===== config.mk =====
export PLATFORM = sky130hd
export DESIGN_NAME = rotate_instruction_exec
export DESIGN_NICKNAME = d
export VERILOG_FILES = /design/src/rtl/rotate_exec_pkg.sv /design/src/rtl/rotate_instruction_exec.sv
export SDC_FILE = /design/constraint.sdc
export NUM_CORES = 1
export LEC_CHECK = 0
export BUFFER_PORTS_ARGS = -buffer_cell sky130_fd_sc_hd__buf_4
export CAP_MARGIN = 20
export CORE_ASPECT_RATIO = 0.8
export CORE_UTILIZATION = 50
export CTS_CLUSTER_DIAMETER = 120
export CTS_CLUSTER_SIZE = 24
export DETAILED_ROUTE_END_ITERATION = 16
export HOLD_SLACK_MARGIN = 0.05
export PLACE_DENSITY = 0.76
export SYNTH_ARGS = -nofsm -noshare
export SYNTH_HDL_FRONTEND = slang
export SYNTH_SLANG_ARGS = --single-unit

===== constraint.sdc =====
create_clock -name i_ref_clk -period 5.8 [get_ports i_ref_clk]
set_clock_uncertainty 0.05 [all_clocks]
set_input_delay 1.45 -clock i_ref_clk [delete_from_list [all_inputs] [get_ports i_ref_clk]]
set_output_delay 1.45 -clock i_ref_clk [all_outputs]
set_load 0.03 [all_outputs]

===== src/rtl/rotate_exec_pkg.sv =====
// Package: constants and carriers for the rotate execution block
package rotate_exec_pkg;
  // ----------------------------------------------------------------
  // Phases of one instruction cycle
  // ----------------------------------------------------------------
  typedef enum logic [1:0] {
    PH_DECODE  = 2'b00,
    PH_READ    = 2'b01,
    PH_PROCESS = 2'b10,
    PH_WRITE   = 2'b11
  } phase_t;

  // ----------------------------------------------------------------
  // Operations and field values
  // ----------------------------------------------------------------
  typedef enum logic [0:0] {
    OP_ROTATE_LEFT_NO_CARRY = 1'b0,
    OP_ROTATE_RIGHT_CARRY   = 1'b1
  } rot_op_t;

  localparam logic DEST_ACCUM = 1'b0;
  localparam logic WIN_ACCESS = 1'b0;
  localparam logic [7:0] INDEXED_LIMIT = 8'h5f;
  localparam logic [7:0] ACCESS_SPLIT = 8'h60;
  localparam logic [3:0] ACCESS_HIGH_BANK = 4'hf;
  localparam logic [3:0] ACCESS_LOW_BANK = 4'h0;
  localparam logic [7:0] ACCUM_RESET = 8'h00;
  localparam logic CARRY_RESET = 1'b0;
  localparam logic [11:0] ADDR_RESET = 12'h000;
  localparam logic [7:0] BYTE_RESET = 8'h00;

  // ----------------------------------------------------------------
  // Carriers
  // ----------------------------------------------------------------
  typedef struct packed {
    rot_op_t op;
    logic dest;
    logic window;
    logic [7:0] f_addr;
  } rot_instr_t;

  typedef struct packed {
    logic wr_en;
    logic [11:0] addr;
    logic [7:0] data;
  } mem_write_t;
endpackage


===== src/rtl/rotate_instruction_exec.sv =====
// Rotate instruction execution datapath, one instruction per four phases
// What this block does
// (RULE1) Left rotate moves operand one bit toward MSB, bit 7 wraps to bit 0
// (RULE2) Right rotate through carry: old carry enters bit 7, bit 0 becomes carry
// (RULE3) Destination flag 0 writes accumulator, 1 writes back to source location
// (RULE4) Window bit 0 resolves address inside the fixed access bank
// (RULE5) Window bit 1 takes upper address bits from the bank pointer
// (RULE6) Window 0, extended set, address up to 95: indexed literal offset addressing
// (RULE7) One word, one cycle: decode, read, process, write phases in order
module rotate_instruction_exec (
  input wire logic i_ref_clk,
  input wire logic i_rst_n,
  input wire logic i_instr_valid,
  input wire rotate_exec_pkg::rot_instr_t i_instr,
  input wire logic [3:0] i_bank_pointer,
  input wire logic i_ext_set_en,
  input wire logic [11:0] i_index_base,
  input wire logic [7:0] i_mem_rdata,
  output logic [11:0] o_mem_raddr,
  output logic o_mem_rd_en,
  output rotate_exec_pkg::mem_write_t o_mem_wr,
  output logic [7:0] o_accum,
  output logic o_carry,
  output logic [1:0] o_phase,
  output logic o_busy,
  output logic o_done
);
  import rotate_exec_pkg::*;

  // ----------------------------------------------------------------
  // State
  // ----------------------------------------------------------------
  phase_t phase_ff;
  logic busy_ff;
  rot_instr_t instr_ff;
  logic [11:0] addr_ff;
  logic [7:0] operand_ff;
  logic [7:0] result_ff;
  logic res_carry_ff;
  logic [7:0] accum_ff;
  logic carry_ff;
  logic rd_en_ff;
  mem_write_t wr_ff;
  logic done_ff;

  // ----------------------------------------------------------------
  // Address resolution
  // ----------------------------------------------------------------
  wire logic use_access = (instr_ff.window == WIN_ACCESS); // [RULE4]
  wire logic use_indexed = use_access && i_ext_set_en && (instr_ff.f_addr <= INDEXED_LIMIT); // [RULE6]
  // Indexed offset wraps within the 12-bit space rather than faulting
  wire logic [11:0] indexed_addr = i_index_base + {4'h0, instr_ff.f_addr}; // [RULE6]
  wire logic [3:0] access_bank = (instr_ff.f_addr < ACCESS_SPLIT) ? ACCESS_LOW_BANK : ACCESS_HIGH_BANK; // [RULE4]
  wire logic [11:0] access_addr = {access_bank, instr_ff.f_addr}; // [RULE4]
  wire logic [11:0] banked_addr = {i_bank_pointer, instr_ff.f_addr}; // [RULE5]
  wire logic [11:0] nxt_addr = use_indexed ? indexed_addr : (use_access ? access_addr : banked_addr);

  // ----------------------------------------------------------------
  // Rotate datapath
  // ----------------------------------------------------------------
  // Each result bit takes its neighbour, except bit 0 of the left rotate (old bit 7) and bit 7 of the right rotate (carry)
  wire logic is_right = (instr_ff.op == OP_ROTATE_RIGHT_CARRY);
  wire logic [7:0] rot_left;
  wire logic [7:0] rot_right;
  assign rot_left[0] = operand_ff[7]; // [RULE1]
  assign rot_right[7] = carry_ff; // [RULE2]
  for (genvar b = 0; b < 7; b++) begin : g_rot_bit
    assign rot_left[b + 1] = operand_ff[b]; // [RULE1]
    assign rot_right[b] = operand_ff[b + 1]; // [RULE2]
  end
  wire logic [7:0] nxt_result = is_right ? rot_right : rot_left;
  // Left rotate leaves the carry alone, so its next value is the current flag
  wire logic nxt_res_carry = is_right ? operand_ff[0] : carry_ff; // [RULE2]

  // ----------------------------------------------------------------
  // Phase decode
  // ----------------------------------------------------------------
  wire logic to_accum = (instr_ff.dest == DEST_ACCUM); // [RULE3]
  wire logic start = i_instr_valid && !busy_ff;
  wire logic in_decode = busy_ff && (phase_ff == PH_DECODE); // [RULE7]
  wire logic in_read = busy_ff && (phase_ff == PH_READ); // [RULE7]
  wire logic in_process = busy_ff && (phase_ff == PH_PROCESS); // [RULE7]
  wire logic in_write = busy_ff && (phase_ff == PH_WRITE); // [RULE7]

  // ----------------------------------------------------------------
  // Phase sequencer
  // ----------------------------------------------------------------
  // New instructions are taken only when idle, so a request during a cycle is ignored
  always_ff @(posedge i_ref_clk or negedge i_rst_n) begin
    if (!i_rst_n) begin
      phase_ff <= PH_DECODE;
      busy_ff <= 1'b0;
    end else if (start) begin
      phase_ff <= PH_DECODE; // [RULE7]
      busy_ff <= 1'b1;
    end else if (busy_ff) begin
      unique case (phase_ff)
        PH_DECODE: phase_ff <= PH_READ; // [RULE7]
        PH_READ: phase_ff <= PH_PROCESS; // [RULE7]
        PH_PROCESS: phase_ff <= PH_WRITE; // [RULE7]
        PH_WRITE: begin
          phase_ff <= PH_DECODE;
          busy_ff <= 1'b0;
        end
      endcase
    end
  end

  // ----------------------------------------------------------------
  // Instruction capture
  // ----------------------------------------------------------------
  // Fields are held for the whole cycle so the caller may drop them after the take
  always_ff @(posedge i_ref_clk or negedge i_rst_n) begin
    if (!i_rst_n) begin
      instr_ff <= '0;
    end else if (start) begin
      instr_ff <= i_instr; // [RULE7]
    end
  end

  // ----------------------------------------------------------------
  // Operand fetch
  // ----------------------------------------------------------------
  always_ff @(posedge i_ref_clk or negedge i_rst_n) begin
    if (!i_rst_n) begin
      addr_ff <= ADDR_RESET;
    end else if (in_decode) begin
      addr_ff <= nxt_addr; // [RULE4] [RULE5] [RULE6]
    end
  end

  always_ff @(posedge i_ref_clk or negedge i_rst_n) begin
    if (!i_rst_n) begin
      rd_en_ff <= 1'b0;
    end else begin
      rd_en_ff <= in_decode; // [RULE7]
    end
  end

  always_ff @(posedge i_ref_clk or negedge i_rst_n) begin
    if (!i_rst_n) begin
      operand_ff <= BYTE_RESET;
    end else if (in_read) begin
      operand_ff <= i_mem_rdata; // [RULE7]
    end
  end

  // ----------------------------------------------------------------
  // Process
  // ----------------------------------------------------------------
  always_ff @(posedge i_ref_clk or negedge i_rst_n) begin
    if (!i_rst_n) begin
      result_ff <= BYTE_RESET;
    end else if (in_process) begin
      result_ff <= nxt_result; // [RULE1] [RULE2]
    end
  end

  always_ff @(posedge i_ref_clk or negedge i_rst_n) begin
    if (!i_rst_n) begin
      res_carry_ff <= CARRY_RESET;
    end else if (in_process) begin
      res_carry_ff <= nxt_res_carry; // [RULE2]
    end
  end

  // ----------------------------------------------------------------
  // Accumulator and carry
  // ----------------------------------------------------------------
  always_ff @(posedge i_ref_clk or negedge i_rst_n) begin
    if (!i_rst_n) begin
      accum_ff <= ACCUM_RESET;
    end else if (in_write && to_accum) begin
      accum_ff <= result_ff; // [RULE3]
    end
  end

  always_ff @(posedge i_ref_clk or negedge i_rst_n) begin
    if (!i_rst_n) begin
      carry_ff <= CARRY_RESET;
    end else if (in_write) begin
      carry_ff <= res_carry_ff; // [RULE2]
    end
  end

  // ----------------------------------------------------------------
  // Memory write-back
  // ----------------------------------------------------------------
  // Address and data follow every cycle; only the strobe marks a real write
  always_ff @(posedge i_ref_clk or negedge i_rst_n) begin
    if (!i_rst_n) begin
      wr_ff <= '0;
    end else begin
      wr_ff.wr_en <= in_write && !to_accum; // [RULE3]
      wr_ff.addr <= addr_ff;
      wr_ff.data <= result_ff;
    end
  end

  // ----------------------------------------------------------------
  // Completion
  // ----------------------------------------------------------------
  always_ff @(posedge i_ref_clk or negedge i_rst_n) begin
    if (!i_rst_n) begin
      done_ff <= 1'b0;
    end else begin
      done_ff <= in_write; // [RULE7]
    end
  end

  // ----------------------------------------------------------------
  // Outputs
  // ----------------------------------------------------------------
  // Every output is a flip-flop, so no decode path reaches the pins
  assign o_mem_raddr = addr_ff;
  assign o_mem_rd_en = rd_en_ff;
  assign o_mem_wr = wr_ff;
  assign o_accum = accum_ff;
  assign o_carry = carry_ff;
  assign o_phase = phase_ff;
  assign o_busy = busy_ff;
  assign o_done = done_ff;
endmodule


* Word level (Yosys, flattened, before mapping)
Cells that the tools add are included.
Word-level totals: bits in registers 75, input bits 39, output and inout bits 47, word-level logic and storage cells 48
Cells by class: add/subtract/negate cells 1, $lt $le $gt $ge 2, equal/unequal tests 3, multiplexer cells 11, bitwise operators 2, reductions and logical operators 12
Operators with widths (number):
- two-way mux 12 bit | 2
- adder 12 x 8 -> 12 bit | 1
- logical AND 1 bit | 9
- <= comparator 8 x 7 -> 1 bit, second input constant | 1
- < comparator 8 x 7 -> 1 bit, second input constant | 1
- two-way mux 8 bit | 1
- case mux 2 bit (4 select lines) | 1
- equality test 2 bit, second input constant | 2
- two-way mux 1 bit | 4
- two-way mux 2 bit | 2
- two-way mux 4 bit | 1
- equality test 2 x 1 -> 1 bit, second input constant | 1
- logical NOT 2 bit | 1
- NOT 1 bit | 2
- nonzero test 2 bit | 1
- logical NOT 1 bit | 1

* Depth between registers and ports, before layout
Gate-level depths: netlist (run 1).
depth after elaboration 4, depth in mapped cells 8, depth with buffers taken out 8

* Least setup slack after synthesis (run 1)
Ideal clock, no wire load.
path type input-to-reg, start input i_index_base[0], end register addr_ff[10] (netlist: o_mem_raddr[10]), setup time 130 ps, arrival time 2850 ps, data required time 5620 ps, slack 2771 ps, stages on the path 8, path buffers 0, path through ha_1 inv_1 fa_1 nand2b_1 a21oi_1 o21ai_1 nor4b_1 nor3_1
On the way: word-level cells in the longest chain between the ends 2
RTL lines:
- start, declared | line rotate_instruction_exec.sv:17 | input wire logic [11:0] i_index_base,
- adder 12 x 8 -> 12 bit | line rotate_instruction_exec.sv:52 | wire logic [11:0] indexed_addr = i_index_base + {4'h0, instr_ff.f_addr};
- two-way mux 12 bit | line rotate_instruction_exec.sv:56 | wire logic [11:0] nxt_addr = use_indexed ? indexed_addr : (use_access ? access_addr : banked_addr);
- end signal, assigned | line rotate_instruction_exec.sv:128 | addr_ff <= nxt_addr;
- end, declared | line rotate_instruction_exec.sv:36 | logic [11:0] addr_ff;
No other way between the ends. A chain may end at the register's enable or synchronous reset.

* Worst setup path in the final report (run 1)
Same ends and word-level chain as after synthesis.

==> results of run 1 <==
power breakdown:
part | internal (mW) | total, mW | switching, mW
clock network | 0.197 | 0.380 | 0.183
registers | 0.782 | 0.983 | 0.201
logic | 0.547 | 1.30 | 0.751
total | 1.53 | 2.66 | 1.13
worst min-delay path by stage:
stage                        end  slack [ps]  cells past startpoint
detailed placement  o_mem_wr[10]         340                      0
floorplan            o_mem_wr[0]         320                      0
CTS                  o_mem_wr[1]         360                      0
global route        o_mem_wr[10]         360                      0
global placement     o_mem_wr[4]         340                      0
finish               o_mem_wr[1]         360                      0
worst max-delay path: cells and delay by family:
family / cells / cell delay (ps)
buf+inv: 2 / 150
fa+ha+maj: 2 / 610
simple gates: 3 / 600
compound gates: 2 / 340
cell type report:
class | count | area [um^2] | area share, %
Multi-Input combinational cell | 173 | 1310 | 31.6
Clock buffer | 9 | 124 | 2.98
Tap cell | 81 | 101 | 2.44
Timing Repair Buffer | 86 | 649 | 15.6
Sequential cell | 75 | 1880 | 45.2
Inverter | 6 | 23.8 | 0.573
Clock inverter | 6 | 66.3 | 1.60
state kept, by name, indices dropped and copies added (netlist names):
signal,flops
access_addr,8
o_mem_wr,21
is_right,1
result_ff,8
instr_ff,2
o_phase,2
res_carry_ff,1
o_carry,1
o_accum,8
o_busy,1
operand_ff,8
o_mem_rd_en,1
o_done,1
o_mem_raddr,12
layer usage:
metal | track usage [%] | part of all wire (%) | up-vias
li1 | - | - | 1109
met1 | 31.0 | 48 | 1097
met2 | 30.0 | 45 | 78
met3 | 5.21 | 6.5 | 4
met4 | 8.33 | 0.77 | 0
met5 | 0 | 0 | -
stage by stage:
step | worst slack [ps] | instance area (um^2)
floorplan | 2770 | 3270
global placement | 2570 | 3950
detailed placement | 2470 | 3960
CTS | 2810 | 4150
global route | 2670 | 4150
finish | 2820 | 4150
layout by cell type (no fill, tap or decap), types with 2 or more instances in the layout:
master	n
nor2b_1	2
o211ai_1	7
a21o_1	2
clkbuf_8	9
nand2b_1	4
o22ai_1	4
mux2_2	27
and2_1	2
dfrtp_1	75
xor2_1	6
nand2_1	14
nor3_1	2
a21oi_1	20
o31ai_1	2
and3_1	2
inv_1	5
ha_1	13
nor4b_1	2
o21ai_0	8
mux2i_1	10
nor3b_1	2
clkinv_2	2
o21ai_1	2
nand3_1	4
buf_4	85
clkinvlp_4	3
nor2_1	22
cell families after synthesis:
logic type | synth area share, %
AOI/OAI and AO/OA | 10.5
xor gates and xnor gates | 1.88
adders and majority gates | 5.59
buffers and inverters | 2.45
DFF | 57.4
muxes | 12.4
and+or+nand+nor | 9.77
==> flow_summary.ini, run 1 <==
[worst_setup_path]
required_ps = 5960
cp_cell_sequence = buf_4, ha_1, inv_1, fa_1, nand2b_1, a21oi_1, o21ai_1, nor4b_1, nor3_1
start_kind = input pin
endpoint_kind = flip-flop
worstPathArrival_ps = 3140
r2r_cells = 8
startpoint = i_index_base[0]
r2r-start = access_addr[0]
slowest_stage = fa_1
regToRegSetupSlack_ps = 3630
cpPeakStageDelay_ps = 400
rr_endpoint = o_mem_raddr[10]
crit_end = o_mem_raddr[10]
crit_path_max_fanout = 4
timing_worst_setup_path_type = in -> reg

[synth]
syn_inst = 263
ys_seq_area_share_pct = 57.4
async_flop_share_pct = 100
synth.top_cell.area_share_pct = 57.4
synthTopCellsByArea = dfrtp_1 (57%), mux2_2 (9.3%), ha_1 (5.0%)
ys_top_cells_by_count = dfrtp_1 (75), mux2_2 (27), nor2_1 (22)
yosysMostFrequentCell = dfrtp_1
yosysWarnings = 0
syn_nets = 316
ys.flop_type = dfrtp_1
ys_ff_latch = 75
synth.largest_area_cell = dfrtp_1
syn_area_um2 = 3270
synth_cell_types = 44
synth_edf_count = 0
syn_avg_cell_area_um2 = 12.4

[global_route]
gr-usage-all-layers_pct = 21.0
antenna_found_initial = 0
grt-ovfl-total = 0
grt_pass1_wl_mm = 10.8
grt_pass1_vias = 2187
grt_max_degree = 76

[timing]
final-hold-violation-count = 0
max_freq_mhz = 335
setup_viol = 0
fin_hold_ws_ps = 357
fin_crit_sh_pct = 51.4
slew_violations = 0
timing.final.crit_period_ps = 2980
setup-tns-final_ps = 0
rsz0062_at_grt = no
tightestPinTransition_ps = 904
maxSlewHeadroom_pct = 39.7

[detailed_routing]
drtIter0Drc = 136
first_pass_iters = 4
drt-vias-per-instance = 5.25
ant_nets = 0
wl_mm = 6.65
drc = 0
vias = 2288
wl_per_cell_um = 15.2

[die]
die_area_um2 = 6860
ios = 86
core-area_um2 = 6100
initial_core_util_pct = 53.6
die_h_um = 74.3
die_w_um = 92.4
num_rows = 25

[clock_tree]
post_cts_resized = 0
postCtsSetupBuffers = 0
clk_pin_slew_worst_paths_ps = 80
h-tree-depth = 3
cts_tree = done
root_buffer = clkbuf_8
cts_hold_buf = 0
clkLatencyLatePin_ps = 330
clock_path_buffers = 2
clock_sinks = 75
numCtsBuffers = 9

[power_and_ir_drop]
cellLeakagePower_nw = 1.93
totalPowerFinal_mw = 2.66
irDropWorstVdd_v = 0.000369
power_density_nw_per_um2 = 641

[cells_and_area]
antenna_cells = 0
fin_cells = 436
syn_to_final_growth_pct = 27.1
fillers = 470
final_util_pct = 68.1
drive_gt1_share_pct = 38.6
nNetsFinal = 404

[placement]
gp_congestion = 0.841
dp_cells = 421
dp_hpwl_mm = 4.88
portBuffers = 85

[worst_hold_path]
hp-start = result_ff[1]
worstHoldPathType = reg -> reg

[job]
cap_violations = 0

[status]
status = completed
Note: power is estimated with default switching activity, not from simulation.
==> run 2: changes to the inputs <==
Settings changed: ABC_AREA set to 1.
Clock period 5.8 ns to 2.88 ns, I/O delays scaled along.
==> run 2 against run 1 <==
  * Combinational power grew 95%
  * Register-to-register slack lost 2600 ps
  * Utilization decreased by 2.1 points
  * Area after synthesis rose by 4.1%
  * Clock power increased by 95%
  * Non-clock buffer count stayed put
  * Critical endpoint is now o_busy
==> flow_summary.ini, run 2 <==
[status]
status = completed

[placement]
gp_congestion = 0.847
portBuffers = 85
dp_hpwl_mm = 5.57

[worst_setup_path]
crit_family = flip-flops
required_ps = 2110
timing_worst_setup_path_type = reg -> out
start_kind = flip-flop
worst-path-buf-inv = 1
cpPeakStageDelay_ps = 560
cp_cell_sequence = buf_4
worstPathArrival_ps = 1140
slowest_stage = dfrtp_1
endpoint_kind = output pin
crit_path_max_fanout = 9

[cells_and_area]
layout_common_cells = buf_4 (86), dfrtp_1 (75), nand2_1 (60)
multiInputGateArea_um2 = 1290
final_common_cell = buf_4
antenna_cells = 0
regArea_um2 = 1880
nNetsFinal = 501
largest_reg_flops = 21
syn_to_final_growth_pct = 25.6
fillers = 573
drive_gt1_share_pct = 28.9
final_util_pct = 66.0

[synth]
async_flop_share_pct = 100
synth.largest_area_cell = dfrtp_1
syn_avg_cell_area_um2 = 9.48
ys_ff_latch = 75
synth.top_cell.area_share_pct = 55.2
syn_nets = 412
syn_inst = 359
synth_cell_types = 31
ys.flop_type = dfrtp_1
synthTopCellsByArea = dfrtp_1 (55%), a21oi_1 (7.5%), nand2_1 (6.6%)
ys_seq_area_share_pct = 55.2
syn_area_um2 = 3400
yosysWarnings = 0
yosysMostFrequentCell = dfrtp_1
synth_edf_count = 0
ys_top_cells_by_count = dfrtp_1 (75), nand2_1 (60), a21oi_1 (51)

[detailed_routing]
drc = 0
wl_mm = 7.31
vias = 2670
ant_nets = 0
first_pass_iters = 4
wl_per_cell_um = 13.6
drt-vias-per-instance = 4.97
drtIter0Drc = 118

[clock_tree]
post_cts_resized = 0
root_buffer = clkbuf_8
numCtsBuffers = 9
cts_tree = done
postCtsSetupBuffers = 0
cts_hold_buf = 0
clkLatencyLatePin_ps = 340
clk_pin_slew_worst_paths_ps = 80
clock_sinks = 75
clock_path_buffers = 2
h-tree-depth = 3

[worst_hold_path]
worstHoldPathType = reg -> reg

[timing]
setup_viol = 0
slew_violations = 0
final-hold-violation-count = 0
max_freq_mhz = 524
timing.final.crit_period_ps = 1910
setup-tns-final_ps = 0
maxSlewHeadroom_pct = 40.6
tightestPinTransition_ps = 891
rsz0062_at_grt = no
fin_crit_sh_pct = 66.3

[die]
ios = 86
die_w_um = 94.2
core-area_um2 = 6470
die_h_um = 75.8
die_area_um2 = 7140
initial_core_util_pct = 52.6
num_rows = 26

[global_route]
gr-usage-all-layers_pct = 22.3
antenna_found_initial = 0
grt_pass1_wl_mm = 11.8
grt_pass1_vias = 2412
grt-ovfl-total = 0
grt_max_degree = 76

[power_and_ir_drop]
cellLeakagePower_nw = 2.19
power_density_nw_per_um2 = 1210
irDropWorstVdd_v = 0.000829

[job]
cap_violations = 0
==> run 2: cell types whose count changed after synthesis, sizes merged, moves of 10 or more <==
cell / before / now
a21oi: 22 / 51
inv: 5 / 46
mux2: 27 / 6
mux2i: 10 / 0
nand2: 15 / 66
nor2: 22 / 37
o21ai: 11 / 27
==> run 2: worst paths after layout <==
kind                           startpoint        endpoint  slack (ps)  depth (start not counted)
hold / removal               result_ff[6]     o_mem_wr[6]         330                          0
min in group asynchronous         i_rst_n     o_mem_wr[3]         430                          1
hold reg to reg              result_ff[6]     o_mem_wr[6]         330                          0
setup reg to reg           access_addr[0]  o_mem_raddr[6]        1050                          9
setup / recovery                   o_busy          o_busy         970                          1
max in group asynchronous         i_rst_n    o_mem_wr[10]        1760                          1
==> run 2: where the power goes <==
part / internal (mW) / total (mW) / leakage [nW] / switching, mW
Combinational: 0.923 / 2.54 / 1.25 / 1.62
Sequential: 1.56 / 1.90 / 0.861 / 0.342
Clock: 0.326 / 0.742 / 0.0872 / 0.416
Total: 2.80 / 5.18 / 2.19 / 2.38
==> run 2: cells by family after synthesis <==
| kind of cell | Yosys count | synth area share, % |
|---|---|---|
| AOI/OAI and AO/OA | 83 | 13.6 |
| adders and majority gates | 14 | 5.37 |
| buffers and inverters | 54 | 7.02 |
| xor gates and xnor gates | 4 | 1.03 |
| DFF | 75 | 55.2 |
| muxes | 6 | 1.99 |
| and+or+nand+nor | 123 | 15.9 |
==> run 2: final cells by class <==
cell class              count  share of cell area (%)
well taps                  84                    2.46
clock buffers               9                    2.90
inverters                  46                    4.10
flip-flops and latches     75                    43.9
repair buffers             86                    15.1
clock inverters             7                    1.38
multi-input cells         230                    30.1
==> run 2: worst register-to-register path: cells and delay by family, from the launching register on <==
family | cells | cell delay, ps
buf+inv | 1 | 60
compound gates | 2 | 250
fa+ha+maj | 2 | 640
simple gates | 4 | 380
flops | 1 | 380
==> run 2: through the flow <==
stage	power [mW]	setup WS [ps]	hold WS [ps]	instance area (um^2)	instances
floorplan	3.61	866	304	3400	359
global placement	4.39	689	308	4090	521
detailed placement	4.47	655	312	4090	521
CTS	5.22	949	329	4270	537
global route	5.59	885	337	4270	537
finish	5.18	971	329	4270	537
==> run 2: routing by layer <==
layer / vias to the layer above / wire length, um / global-route usage, %
met5: - / 0 / 0
met4: 0 / 78 / 5.64
met3: 8 / 442 / 5.29
met2: 78 / 3270 / 34.6
met1: 1241 / 3520 / 31.9
li1: 1343 / - / -
==> run 3: changes to the inputs <==
Clock period 2.88 ns to 1.8 ns, I/O delays scaled along.
==> run 3 against run 2 <==
  * Register-to-register slack lost 1000 ps
  * Critical path depth up 8
  * Final cell count rose by 2.2%
  * Largest cell class unchanged
  * Combinational power grew 72%
  * Largest power group unchanged
  * Global-route usage rose by 0.77 points
  * Via count rose by 2.3%
  * Flip-flop and latch count stayed put
  * Hold slack got worse by 290 ps
  * Power increased by 69%
  * Sequential power increased by 61%
  * Non-clock buffer count is 12 higher
==> flow_summary.ini, run 3 (same netlist as run 2, synthesis figures left out) <==
[status]
status = completed

[clock_tree]
clkLatencyLatePin_ps = 340
clock_sinks = 75
cts_hold_buf = 0
cts_tree = done
clk_pin_slew_worst_paths_ps = 90
h-tree-depth = 3
clock_path_buffers = 2
numCtsBuffers = 9
root_buffer = clkbuf_8

[detailed_routing]
vias = 2731
drtIter0Drc = 116
drc = 0
first_pass_iters = 4
drt-vias-per-instance = 4.97
ant_nets = 0
wl_per_cell_um = 13.9
wl_mm = 7.65

[placement]
gp_congestion = 0.888
post-place-ws_ps = -161
portBuffers = 85
dp_hpwl_mm = 5.68

[die]
die_w_um = 94.2
die_area_um2 = 7140
num_rows = 26
initial_core_util_pct = 52.6
die_h_um = 75.8
core-area_um2 = 6470
ios = 86

[worst_setup_path]
crit_path_max_fanout = 3
r2r-start = access_addr[0]
timing_worst_setup_path_type = reg -> reg
rr_endpoint = o_mem_raddr[10]
required_ps = 1990
start_kind = flip-flop
endpoint_kind = flip-flop
regToRegSetupSlack_ps = 20
worstPathArrival_ps = 1970
r2r_cells = 9

[cells_and_area]
layout_common_cells = buf_4 (97), dfrtp_1 (75), nand2_1 (60)
syn_to_final_growth_pct = 31.0
largest_reg_flops = 21
drive_gt1_share_pct = 32.9
fillers = 523
final_common_cell = buf_4
nNetsFinal = 513
antenna_cells = 0

[timing]
tightestPinTransition_ps = 504
maxSlewHeadroom_pct = 66.4
rsz0062_at_grt = yes
max_freq_mhz = 562
final-hold-violation-count = 0
slew_violations = 0
timing.final.crit_period_ps = 1780
setup-tns-final_ps = 0
layout_setup_ws_ps = 20.9
setup_viol = 0
fin_crit_sh_pct = 98.8

[power_and_ir_drop]
power_density_nw_per_um2 = 1960
comb_power_share_pct = 49.9
totalPowerFinal_mw = 8.74
sw_frac_of_total_pct = 44.7
power_frac_seq_pct = 34.9
cellLeakagePower_nw = 2.27
irDropWorstVdd_v = 0.00107
p_switching_mw = 3.90
power.internal_mw = 4.83
pwr-share-clk_pct = 15.2

[global_route]
grt_pass1_wl_mm = 12.2
antenna_found_initial = 0
gr-usage-all-layers_pct = 23.1
grt_pass1_vias = 2562
grt_max_degree = 76
grt-ovfl-total = 0

[worst_hold_path]
worstHoldPathType = in -> async

[job]
cap_violations = 0
-- run 3: changes by cell type in the layout (fill, tap and decap cells not counted), sizes merged --
cell,delta
buf,+12
bufinv,+1
clkinvlp,-1
-- run 3: final cells by class --
| type | instances | area [um^2] | share of cell area [%] |
|---|---|---|---|
| Clock buffer | 9 | 124 | 2.78 |
| Tap cell | 84 | 105 | 2.36 |
| Multi-Input combinational cell | 230 | 1350 | 30.2 |
| Timing Repair Buffer | 98 | 748 | 16.8 |
| Sequential cell | 75 | 1880 | 42.1 |
| Inverter | 46 | 175 | 3.93 |
| Clock inverter | 7 | 81.3 | 1.82 |
-- run 3: power by group through the flow --
stage	clock network, mW	registers (mW)	logic, mW
after global placement	0	3.02	4.11
final	1.33	3.05	4.36
after CTS	1.36	3.04	4.23
after floorplan	0	3.88	1.89
after detailed placement	0	3.07	4.21
after global routing	1.43	3.15	4.78
-- run 3: worst max path at each step --
stage / end / startpoint / slack (ps)
floorplan: o_mem_raddr[6] / i_index_base[0] / 60
global placement: o_mem_raddr[8] / i_index_base[0] / -70
detailed placement: o_mem_raddr[8] / i_index_base[0] / -160
CTS: o_mem_raddr[8] / access_addr[0] / 50
global route: o_mem_raddr[6] / access_addr[0] / -60
finish: o_mem_raddr[10] / access_addr[0] / 20
-- run 3: per-layer routing --
metal / track usage [%] / vias up / part of all wire [%]
met1: 32.7 / 1278 / 46
met4: 6.15 / 0 / 0.97
met3: 4.99 / 9 / 6.1
met5: 0 / - / 0
li1: - / 1370 / -
met2: 36.5 / 74 / 47
-- run 3: critical path: stages, from the launching register on --
cell	delay [ps]
dfrtp_1	360
ha_2	200
inv_2	40
fa_2	420
buf_4	160
nand3b_1	190
nand3_1	90
nand2_1	50
nand3_1	60
a21oi_1	60
-- run 3: what timing repair did --
action,CTS,global route
setup endpoints to repair,1,4
pin swaps,0,8
gates resized for setup,1,12
hold endpoints to repair,0,0
setup buffers,0,3
-- run 3: stage by stage --
step	instance area (um^2)	hold WS (ps)	instances	utilization, %
6_report	4460	39.4	549	68.9
5_1_grt	4460	76.9	549	68.9
4_1_cts	4380	60.3	546	67.6
3_5_place_dp	4170	308	530	64.4
3_3_place_gp	4170	308	530	64.4
2_1_floorplan	3400	104	359	-
